===== src/rtl/cgcs_pkg.sv =====
// constants for the clock generator control and status byte bank
package cgcs_pkg;
    // --------------------------------------------------------------
    // byte addresses
    // --------------------------------------------------------------
    localparam logic [7:0] ADDR_OUTPUT_CONTROL = 8'h03;
    localparam logic [7:0] ADDR_CPU_DIVIDER_HIGH = 8'h04;
    localparam logic [7:0] ADDR_CPU_DIVIDER_LOW = 8'h05;
    localparam logic [7:0] ADDR_RESERVED_SIX = 8'h06;
    localparam logic [7:0] ADDR_RESERVED_SEVEN = 8'h07;
    localparam logic [7:0] ADDR_RESERVED_EIGHT = 8'h08;
    localparam logic [7:0] ADDR_PANEL_DIVIDER_READBACK = 8'h09;
    localparam logic [7:0] ADDR_STRAP_AND_REQUEST_STATUS = 8'h0a;
    // --------------------------------------------------------------
    // field positions
    // --------------------------------------------------------------
    localparam int REF_ENABLE_BIT = 5;
    localparam int EDGE_RATE_LSB = 3;
    localparam int EDGE_RATE_MSB = 4;
    localparam int STOP_SEL_MSB = 2;
    localparam int PROC_DIV_MSB_BIT = 0;
    localparam int PANEL_DIV_BIT7_POS = 7;
    localparam int STRAP_B_BIT = 7;
    localparam int STRAP_C_BIT = 6;
    localparam int REQ_LSB = 3;
    localparam int REQ_MSB = 5;
    // --------------------------------------------------------------
    // reset and fixed read values
    // --------------------------------------------------------------
    localparam logic REF_ENABLE_RST = 1'b1;
    localparam logic [1:0] EDGE_RATE_RST = 2'h2;
    localparam logic [1:0] EDGE_RATE_RESERVED = 2'h3;
    localparam logic [2:0] STOP_SEL_RST = 3'h0;
    localparam logic [2:0] PROC_EN_RST = 3'h7;
    // low divider reset depends on straps in silicon; plain default here
    localparam logic [8:0] PROC_DIV_RST = 9'h000;
    localparam logic [6:0] DIV_HIGH_RSVD = 7'h7f;
    localparam logic [7:0] RESERVED_SIX_VAL = 8'hc3;
    localparam logic [7:0] RESERVED_SEVEN_VAL = 8'h00;
    localparam logic [7:0] READ_ZERO = 8'h00;
    // idle pin levels: request and halt pins are pulled up
    localparam logic [3:0] PIN_ACTIVE_LOW_RST = 4'hf;
    localparam logic [1:0] STRAP_PIN_RST = 2'h0;
    // --------------------------------------------------------------
    // strap capture timing
    // --------------------------------------------------------------
    localparam logic [2:0] STRAP_FILL_CYCLES = 3'h5;
    typedef enum logic [1:0] {
        ST_FILL = 2'b01,
        ST_HOLD = 2'b10
    } cgcs_strap_e;
endpackage


===== src/rtl/cgcs_sync.sv =====
// three-stage pin synchroniser with agreement filter
`timescale 1ns/1ps
`default_nettype none
module cgcs_sync #(
    parameter int WIDTH = 1,
    parameter logic [WIDTH-1:0] RST_VAL = '0
) (
    input wire logic clk_in,
    input wire logic rstn_in,
    input wire logic ce_in,
    input wire logic [WIDTH-1:0] pin_in,
    output logic [WIDTH-1:0] level_out
);
    logic [WIDTH-1:0] s1_q;
    logic [WIDTH-1:0] s2_q;
    logic [WIDTH-1:0] s3_q;
    logic [WIDTH-1:0] level_d;

    // a bit only moves once stages two and three agree
    always_comb
    begin
        for (int i = 0; i < WIDTH; i++)
        begin
            level_d[i] = (s2_q[i] == s3_q[i]) ? s3_q[i] : level_out[i];
        end
    end

    always_ff @(posedge clk_in or negedge rstn_in)
    begin
        if (!rstn_in)
        begin
            s1_q <= RST_VAL;
            s2_q <= RST_VAL;
            s3_q <= RST_VAL;
            level_out <= RST_VAL;
        end
        else if (ce_in)
        begin
            s1_q <= pin_in;
            s2_q <= s1_q;
            s3_q <= s2_q;
            level_out <= level_d;
        end
    end
endmodule
`default_nettype wire


===== src/rtl/cgcs_regs.sv =====
// control and status bytes 3 to 10 of the clock generator
`timescale 1ns/1ps
`default_nettype none
module cgcs_regs (
    input wire logic clk_in,
    input wire logic rstn_in,
    input wire logic ce_in,
    input wire logic [7:0] addr_in,
    input wire logic wr_en_in,
    input wire logic [7:0] wr_data_in,
    input wire logic rd_en_in,
    output logic [7:0] rd_data_out,
    output logic rd_valid_out,
    input wire logic proc_clock_halt_n_in,
    input wire logic clock_request_0_n_in,
    input wire logic clock_request_1_n_in,
    input wire logic clock_request_2_n_in,
    input wire logic freq_select_b_in,
    input wire logic freq_select_c_in,
    input wire logic [8:0] panel_divider_in,
    output logic ref_enable_out,
    output logic [1:0] ref_edge_rate_out,
    output logic [2:0] proc_out_enable_out,
    output logic [8:0] proc_divider_out
);
    import cgcs_pkg::*;

    // --------------------------------------------------------------
    // pin synchronisers
    // --------------------------------------------------------------
    logic [3:0] act_low_s;
    logic [1:0] strap_s;
    logic halt_n_s;
    logic [2:0] req_s;

    cgcs_sync #(.WIDTH(4), .RST_VAL(PIN_ACTIVE_LOW_RST)) u_sync_req (
        .clk_in(clk_in),
        .rstn_in(rstn_in),
        .ce_in(ce_in),
        .pin_in({proc_clock_halt_n_in, clock_request_2_n_in,
                 clock_request_1_n_in, clock_request_0_n_in}),
        .level_out(act_low_s)
    );

    cgcs_sync #(.WIDTH(2), .RST_VAL(STRAP_PIN_RST)) u_sync_strap (
        .clk_in(clk_in),
        .rstn_in(rstn_in),
        .ce_in(ce_in),
        .pin_in({freq_select_b_in, freq_select_c_in}),
        .level_out(strap_s)
    );

    assign halt_n_s = act_low_s[3];
    assign req_s = act_low_s[2:0];

    // --------------------------------------------------------------
    // strap capture
    // --------------------------------------------------------------
    cgcs_strap_e strap_st_q;
    cgcs_strap_e strap_st_d;
    logic [2:0] fill_cnt_q;
    logic [2:0] fill_cnt_d;
    logic [1:0] strap_q;
    logic [1:0] strap_d;

    // wait for the synchroniser to fill, then freeze the straps for good
    always_comb
    begin
        strap_st_d = strap_st_q;
        fill_cnt_d = fill_cnt_q;
        strap_d = strap_q;
        case (strap_st_q)
            ST_FILL:
            begin
                fill_cnt_d = fill_cnt_q + 3'h1;
                if (fill_cnt_q == STRAP_FILL_CYCLES)
                begin
                    strap_d = strap_s;
                    strap_st_d = ST_HOLD;
                end
            end
            ST_HOLD:
            begin
                strap_st_d = ST_HOLD;
            end
            default:
            begin
                strap_st_d = ST_FILL;
            end
        endcase
    end

    always_ff @(posedge clk_in or negedge rstn_in)
    begin
        if (!rstn_in)
        begin
            strap_st_q <= ST_FILL;
            fill_cnt_q <= 3'h0;
            strap_q <= STRAP_PIN_RST;
        end
        else if (ce_in)
        begin
            strap_st_q <= strap_st_d;
            fill_cnt_q <= fill_cnt_d;
            strap_q <= strap_d;
        end
    end

    // --------------------------------------------------------------
    // writable bytes and clock controls
    // --------------------------------------------------------------
    logic [2:0] stop_sel_q;
    logic [2:0] stop_sel_d;
    logic ref_enable_d;
    logic [1:0] ref_edge_rate_d;
    logic [8:0] proc_divider_d;
    logic [2:0] proc_out_enable_d;

    always_comb
    begin
        ref_enable_d = ref_enable_out;
        ref_edge_rate_d = ref_edge_rate_out;
        stop_sel_d = stop_sel_q;
        proc_divider_d = proc_divider_out;
        // writes elsewhere, incl. reserved bytes 6..8, are dropped
        if (wr_en_in && addr_in == ADDR_OUTPUT_CONTROL)
        begin
            ref_enable_d = wr_data_in[REF_ENABLE_BIT];
            // reserved code 11 is stored as written; host must avoid it
            ref_edge_rate_d = wr_data_in[EDGE_RATE_MSB:EDGE_RATE_LSB];
            stop_sel_d = wr_data_in[STOP_SEL_MSB:0];
        end
        else if (wr_en_in && addr_in == ADDR_CPU_DIVIDER_HIGH)
        begin
            proc_divider_d[8] = wr_data_in[PROC_DIV_MSB_BIT];
        end
        else if (wr_en_in && addr_in == ADDR_CPU_DIVIDER_LOW)
        begin
            proc_divider_d[7:0] = wr_data_in;
        end
        // stoppable outputs drop while halt is low; byte bit 2 steers clock 0
        proc_out_enable_d = ~({stop_sel_q[0], stop_sel_q[1], stop_sel_q[2]}
                              & {3{~halt_n_s}});
    end

    always_ff @(posedge clk_in or negedge rstn_in)
    begin
        if (!rstn_in)
        begin
            ref_enable_out <= REF_ENABLE_RST;
            ref_edge_rate_out <= EDGE_RATE_RST;
            stop_sel_q <= STOP_SEL_RST;
            proc_divider_out <= PROC_DIV_RST;
            proc_out_enable_out <= PROC_EN_RST;
        end
        else if (ce_in)
        begin
            ref_enable_out <= ref_enable_d;
            ref_edge_rate_out <= ref_edge_rate_d;
            stop_sel_q <= stop_sel_d;
            proc_divider_out <= proc_divider_d;
            proc_out_enable_out <= proc_out_enable_d;
        end
    end

    // --------------------------------------------------------------
    // read path
    // --------------------------------------------------------------
    logic [7:0] rd_data_d;
    logic rd_valid_d;

    always_comb
    begin
        rd_valid_d = rd_en_in;
        rd_data_d = READ_ZERO;
        if (!rd_en_in)
        begin
            rd_data_d = READ_ZERO;
        end
        else if (addr_in == ADDR_OUTPUT_CONTROL)
        begin
            rd_data_d = {2'h0, ref_enable_out, ref_edge_rate_out, stop_sel_q};
        end
        else if (addr_in == ADDR_CPU_DIVIDER_HIGH)
        begin
            rd_data_d = {DIV_HIGH_RSVD, proc_divider_out[8]};
        end
        else if (addr_in == ADDR_CPU_DIVIDER_LOW)
        begin
            rd_data_d = proc_divider_out[7:0];
        end
        else if (addr_in == ADDR_RESERVED_SIX)
        begin
            rd_data_d = RESERVED_SIX_VAL;
        end
        else if (addr_in == ADDR_RESERVED_SEVEN)
        begin
            rd_data_d = RESERVED_SEVEN_VAL;
        end
        else if (addr_in == ADDR_RESERVED_EIGHT)
        begin
            rd_data_d = READ_ZERO;
            rd_data_d[PANEL_DIV_BIT7_POS] = panel_divider_in[8];
        end
        else if (addr_in == ADDR_PANEL_DIVIDER_READBACK)
        begin
            rd_data_d = panel_divider_in[7:0];
        end
        else if (addr_in == ADDR_STRAP_AND_REQUEST_STATUS)
        begin
            // request 0 sits in status bit 5, request 2 in bit 3
            rd_data_d = {strap_q, req_s[0], req_s[1], req_s[2], 3'h0};
        end
    end

    always_ff @(posedge clk_in or negedge rstn_in)
    begin
        if (!rstn_in)
        begin
            rd_data_out <= READ_ZERO;
            rd_valid_out <= 1'b0;
        end
        else if (ce_in)
        begin
            rd_data_out <= rd_data_d;
            rd_valid_out <= rd_valid_d;
        end
    end
endmodule
`default_nettype wire


===== config.mk =====
export PLATFORM = sky130hd
export DESIGN_NAME = cgcs_regs
export DESIGN_NICKNAME = d
export VERILOG_FILES = /design/src/rtl/cgcs_pkg.sv /design/src/rtl/cgcs_sync.sv /design/src/rtl/cgcs_regs.sv
export SDC_FILE = /design/constraint.sdc
export NUM_CORES = 1
export LEC_CHECK = 0
export BUFFER_PORTS_ARGS = -buffer_cell sky130_fd_sc_hd__buf_2
export CORE_ASPECT_RATIO = 2
export CORE_MARGIN = 2
export CORE_UTILIZATION = 25
export DETAILED_ROUTE_END_ITERATION = 7
export PLACE_DENSITY = 0.48
export SYNTH_ARGS = -nofsm -noshare
export SYNTH_HDL_FRONTEND = slang
export SYNTH_SLANG_ARGS = --single-unit
export TNS_END_PERCENT = 50

===== constraint.sdc =====
create_clock -name clk_in -period 1.7 [get_ports clk_in]
set_input_delay 0.34 -clock clk_in [delete_from_list [all_inputs] [get_ports clk_in]]
set_output_delay 0.34 -clock clk_in [all_outputs]
set_load 0.02 [all_outputs]

# Yosys cells after proc, flatten, opt, wreduce, memory -nomap -nowiden
# Cells that the tools add are included.
dict set report classes {
  multipliers 0
  n_mux 11
  magnitude_cmp 0
  n_addsub 1
  reduce_logical 15
  n_eq_ne 18
  n_shift 0
  div 0
  n_bitwise 5
}
# op n
set ops {}
lappend ops {{$mux 8} 9}
lappend ops {{$eq 8x3->1 const B} 4}
lappend ops {{$eq 8x4->1 const B} 3}
lappend ops {{$reduce_and 2->1} 9}
lappend ops {{$eq 8x2->1 const B} 1}
lappend ops {{$eq 1x1->1} 6}
lappend ops {{$reduce_and 3->1} 2}
lappend ops {{$pmux 2 s2} 1}
lappend ops {{$reduce_and 4->1} 1}
lappend ops {{$add 3x1->3 const B} 1}
lappend ops {{$and 3x3->3} 1}
lappend ops {{$eq 3x3->1 const B} 1}
lappend ops {{$logic_and 1x1->1} 3}
lappend ops {{$not 1->1} 3}
lappend ops {{$not 3->3} 1}
lappend ops {{$eq 2x1->1 const B} 1}
lappend ops {{$eq 2x2->1 const B} 1}
lappend ops {{$mux 2} 1}
lappend ops {{$ne 2x2->1 const B} 1}
dict set report totals {
  register_bits 58
  latch_bits 0
  out_inout_bits 24
  rom_bits 0
  n_memories 0
  word_cells 73
  ramBits 0
}

# Logic depth before layout (Yosys ltp)
dict set report logic_depth {
  depth_word 10
  mapped_depth 6
}

# Cells and area by module
# Synthesis repeated with hierarchy kept, for this count alone.
dict set report hier_totals {
  cells_unflattened 229
  hier_area_um2 2732.6
}
# module n_inst cells_each area_per_inst_um2
set modules_own_cells {}
lappend modules_own_cells {cgcs_regs 1 156 1731.7}
lappend modules_own_cells {{cgcs_sync at u_sync_req} 1 48 664.4}
lappend modules_own_cells {{cgcs_sync at u_sync_strap} 1 25 336.6}

# Worst setup path before layout
# Ideal clock, no wire load.
dict set report synth_path {
  kind {in2reg}
  startpoint {input port addr_in[7]}
  endpoint {register ref_edge_rate_out[0]}
  path_stages 4
  n_path_buf 0
  required_time_ns 1.575
  arrival_ns 1.448
  slack_ns 0.127
  setup_ns 0.125
  path_cell_list {nor4_4 > nand3_2 > nor3b_4 > mux2_2}
}
dict set report synth_between {
  elab_chain_len 3
}
# item line
set synth_lines {}
lappend synth_lines {{start: declaration} cgcs_regs.sv:8} ;# input wire logic [7:0] addr_in,
lappend synth_lines {{$eq 8x2->1} cgcs_regs.sv:126} ;# if (wr_en_in && addr_in == ADDR_OUTPUT_CONTROL)
lappend synth_lines {{$logic_and 1x1->1} cgcs_regs.sv:126}
lappend synth_lines {{$reduce_and 2->1 (no line)} --}
lappend synth_lines {{end signal: assignment} cgcs_regs.sv:159} ;# ref_edge_rate_out <= ref_edge_rate_d;
lappend synth_lines {{end: declaration} cgcs_regs.sv:22} ;# output logic [1:0] ref_edge_rate_out,
# Every way passes these cells.
# A chain may end at the register's enable or synchronous reset.

# Final worst setup path
dict set report layout_path {
  startpoint {input port addr_in[7]}
  endpoint {register proc_divider_out[2]}
}
dict set report layout_between {
  elab_chain_len 4
}
# item line
set layout_lines {}
lappend layout_lines {{$eq 8x3->1 or $eq 8x2->1 (tied branches)} {cgcs_regs.sv:133, cgcs_regs.sv:126}}
lappend layout_lines {{$logic_and 1x1->1 (on tied branches)} {cgcs_regs.sv:133, cgcs_regs.sv:126}}
lappend layout_lines {{$not 1->1 (no line)} --}
lappend layout_lines {{$reduce_and 4->1 (no line) (*)} --}
lappend layout_lines {{end signal: assignment} cgcs_regs.sv:161} ;# proc_divider_out <= proc_divider_d;
lappend layout_lines {{end: declaration} cgcs_regs.sv:24} ;# output logic [8:0] proc_divider_out
# Every way passes the cells marked *; elsewhere a longest branch is shown, timed or not.

==> run_results.csv <==
group,metric,value,unit
sta,worst_pin_slew,537.9,ps
place,io_buffers,59,
clock_tree,cts.reportedPaths.clkPinSlew,60,ps
sta,setup_slack,221.9,ps
place,placed_cells,425,
sta,maxSlewViolCount,0,
clock_tree,cts_sinks,58,
grt,grt_overflow,0,
run,cap_violations,0,
floorplan,dieArea,0.01160,mm²
sta,fmax,676.6,MHz
finish,area_growth,33.04,%
floorplan,die_h,150.4,µm
finish,drive_above_1_share,49.34,%
place,dp_slack,-123.4,ps
sta,post-route-min-period,1478,ps
clock_tree,cts_tree,"done",
sta,finalHoldViolCount,0,
clock_tree,hold_buffers,0,
floorplan,io_pins,60,
clock_tree,cts_buffer_depth,2,
sta,fin_crit_sh,86.94,%
critical_path,end_kind,"register",
yosys,synth_edf_count,0,
floorplan,num_rows,53,
yosys,syn-num-nets,266,
worst_hold_path,hold_class,"in -> async",
clock_tree,ctsResizeCount,0,
grt,grt_start_max_net_pins,59,
pwr,power_density,1157,mW/mm²
grt,grt_first_pass_wirelength,11090,µm
yosys,synth-seq-cells,58,
finish,diodes,0,
routing,dr.pass1.iters,4,
critical_path,worst-setup-path-type,"in -> reg",
grt,antenna_found_initial,0,
clock_tree,root_buffer,"clkbuf_16",
yosys,yosysSeqAreaShare,55.23,%
grt,grt_usage,12.75,%
pwr,finalPower,4.122,mW
clock_tree,clock_latency,330,ps
yosys,synth-async-reset-ratio,100.0,%
finish,final_common_cell,"buf_2",
finish,final_cell_mix,"buf_2, dfrtp_1, mux2_2, o21ai_0, dfstp_2",
clock_tree,cts_buffers,9,
clock_tree,h-tree-depth,3,
sta,rsz0062_at_grt,"false",
grt,grt_pass1_vias,2111,
floorplan,start_util,25.56,%
routing,wl_per_cell,15.54,µm
routing,route.detailed.drc,0,
yosys,syn_area,0.002678,mm²
place,gp_congestion,0.7567,
finish,final_cells,441,
critical_path,cp_max_fo,8,
critical_path,cp_data_arrival_time,1680,ps
run_status,status,"finished, final reports clean",
finish,fillers,1112,
finish,utilization,34.00,%
routing,drtIter0Drc,131,
yosys,synthFlopType,"dfrtp_1",
critical_path,worst_setup_path_start_kind,"input pin",
sta,setup-violations-final,0,
yosys,syn-mean-instance-area,11.80,µm²
floorplan,core-area,0.01048,mm²
routing,drt-vias-per-instance,4.569,
routing,ant_nets,0,
sta,timing.setup.tns,0,ps
sta,relSlewSlack,64.10,%
place,dp_hpwl,5173,µm
sta,fin_worst_skew,8.317,ps
yosys,yosysWarnings,0,
routing,wirelength,6852,µm
clock_tree,cts_setup_buffers,0,
pwr,leakage,1.629,nW
routing,via_count,2015,
pwr,vdd_ir_drop_max,0.5254,mV
floorplan,die_x,77.18,µm
yosys,postSynthCellCount,227,
critical_path,cp.required,1900,ps
finish,nNetsFinal,338,
yosys,ys_types,40,
## layout make-up
type | instances | area (µm²) | area share, %
Clock buffer | 9 | 225.2 | 6.322
Clock inverter | 7 | 117.6 | 3.302
Inverter | 12 | 45.04 | 1.264
Multi-Input combinational cell | 145 | 1099 | 30.84
Sequential cell | 58 | 1479 | 41.52
Tap cell | 137 | 171.4 | 4.812
Timing Repair Buffer | 73 | 425.4 | 11.94
## cell families (layout without fill, tap and decap cells)
group	count (synthesis)	count (layout)	share of synthesized area, %
AO/OA/AOI/OAI	62	62	14.77
XOR/XNOR	3	3	0.9815
adder cells (fa/ha/maj)	3	3	1.402
buffers and inverters	24	101	3.738
flip-flops	58	58	55.23
multiplexers	34	34	14.21
AND/OR/NAND/NOR	43	43	9.673
## registers in the layout, indices dropped and copies added (netlist names), 2 cells and up
| signal | flops |
|---|---|
| stop_sel_q | 3 |
| strap_st_q | 2 |
| u_sync_req.s3_q | 4 |
| u_sync_req.s1_q | 4 |
| rd_data_out | 8 |
| u_sync_req.level_out | 4 |
| proc_out_enable_out | 3 |
| fill_cnt_q | 3 |
| ref_edge_rate_out | 2 |
| u_sync_strap.level_out | 2 |
| u_sync_strap.s2_q | 2 |
| proc_divider_out | 9 |
| strap_q | 2 |
| u_sync_strap.s3_q | 2 |
| u_sync_req.s2_q | 4 |
| u_sync_strap.s1_q | 2 |
## synth_stat cells (all sizes together) (2+ instances only)
master | number | area share (%)
o2bb2ai | 6 | 2.0
inv | 12 | 1.7
clkbuf | 5 | 0.75
dfstp | 22 | 22
nor2b | 5 | 1.2
nand2 | 15 | 2.1
nand2b | 5 | 1.2
dfrtp | 36 | 34
nand3 | 4 | 0.93
a21oi | 9 | 1.7
a31oi | 4 | 0.93
nor2 | 5 | 0.98
xnor2 | 2 | 0.65
buf | 7 | 1.3
nand4 | 3 | 0.70
mux2 | 32 | 13
a22oi | 6 | 1.7
o21ai | 26 | 4.9
o22a | 4 | 1.3
ha | 3 | 1.4
mux2i | 2 | 0.75
## path summary, 6_finish.rpt
check,start,end,slack [ps],depth (start not counted)
setup / recovery,addr_in[7],proc_divider_out[2],220,6
hold / removal,rstn_in,rd_data_out[4],2,2
setup reg to reg,strap_st_q[0],strap_st_q[0],400,4
hold reg to reg,stop_sel_q[2],proc_out_enable_out[0],470,1
max in group asynchronous,rstn_in,strap_st_q[0],1370,2
min in group clk_in,clock_request_2_n_in,u_sync_req.s1_q[2],240,2
## critical path: stages
cell and delay [ps]:
buf_2 110, nor4_4 250, buf_4 170, nand4_1 170, nor2_4 270, mux2_2 370
## stage by stage
stage	hold slack (ps)	area [µm²]
detailed placement	370.2	3219
global placement	361.3	3219
floorplan	44.41	2678
global route	33.86	3562
finish	1.653	3562
CTS	15.85	3562
## power breakdown
group / leakage [nW] / switching (mW) / internal [mW] / total, mW
Clock: 0.158 / 0.631 / 1.43 / 2.06
Sequential: 0.707 / 0.0909 / 1.57 / 1.67
Combinational: 0.764 / 0.217 / 0.182 / 0.399
Total: 1.63 / 0.939 / 3.18 / 4.12
## routing by layer
| layer | routed length, µm | track usage (%) | up-vias |
|---|---|---|---|
| met1 | 2513 | 12.85 | 994 |
| met5 | 0 | 0 | - |
| met4 | 286 | 8.125 | 0 |
| met2 | 3811 | 23.09 | 42 |
| met3 | 241 | 3.118 | 17 |
| li1 | - | - | 962 |
(Power assumes the default switching activity.)
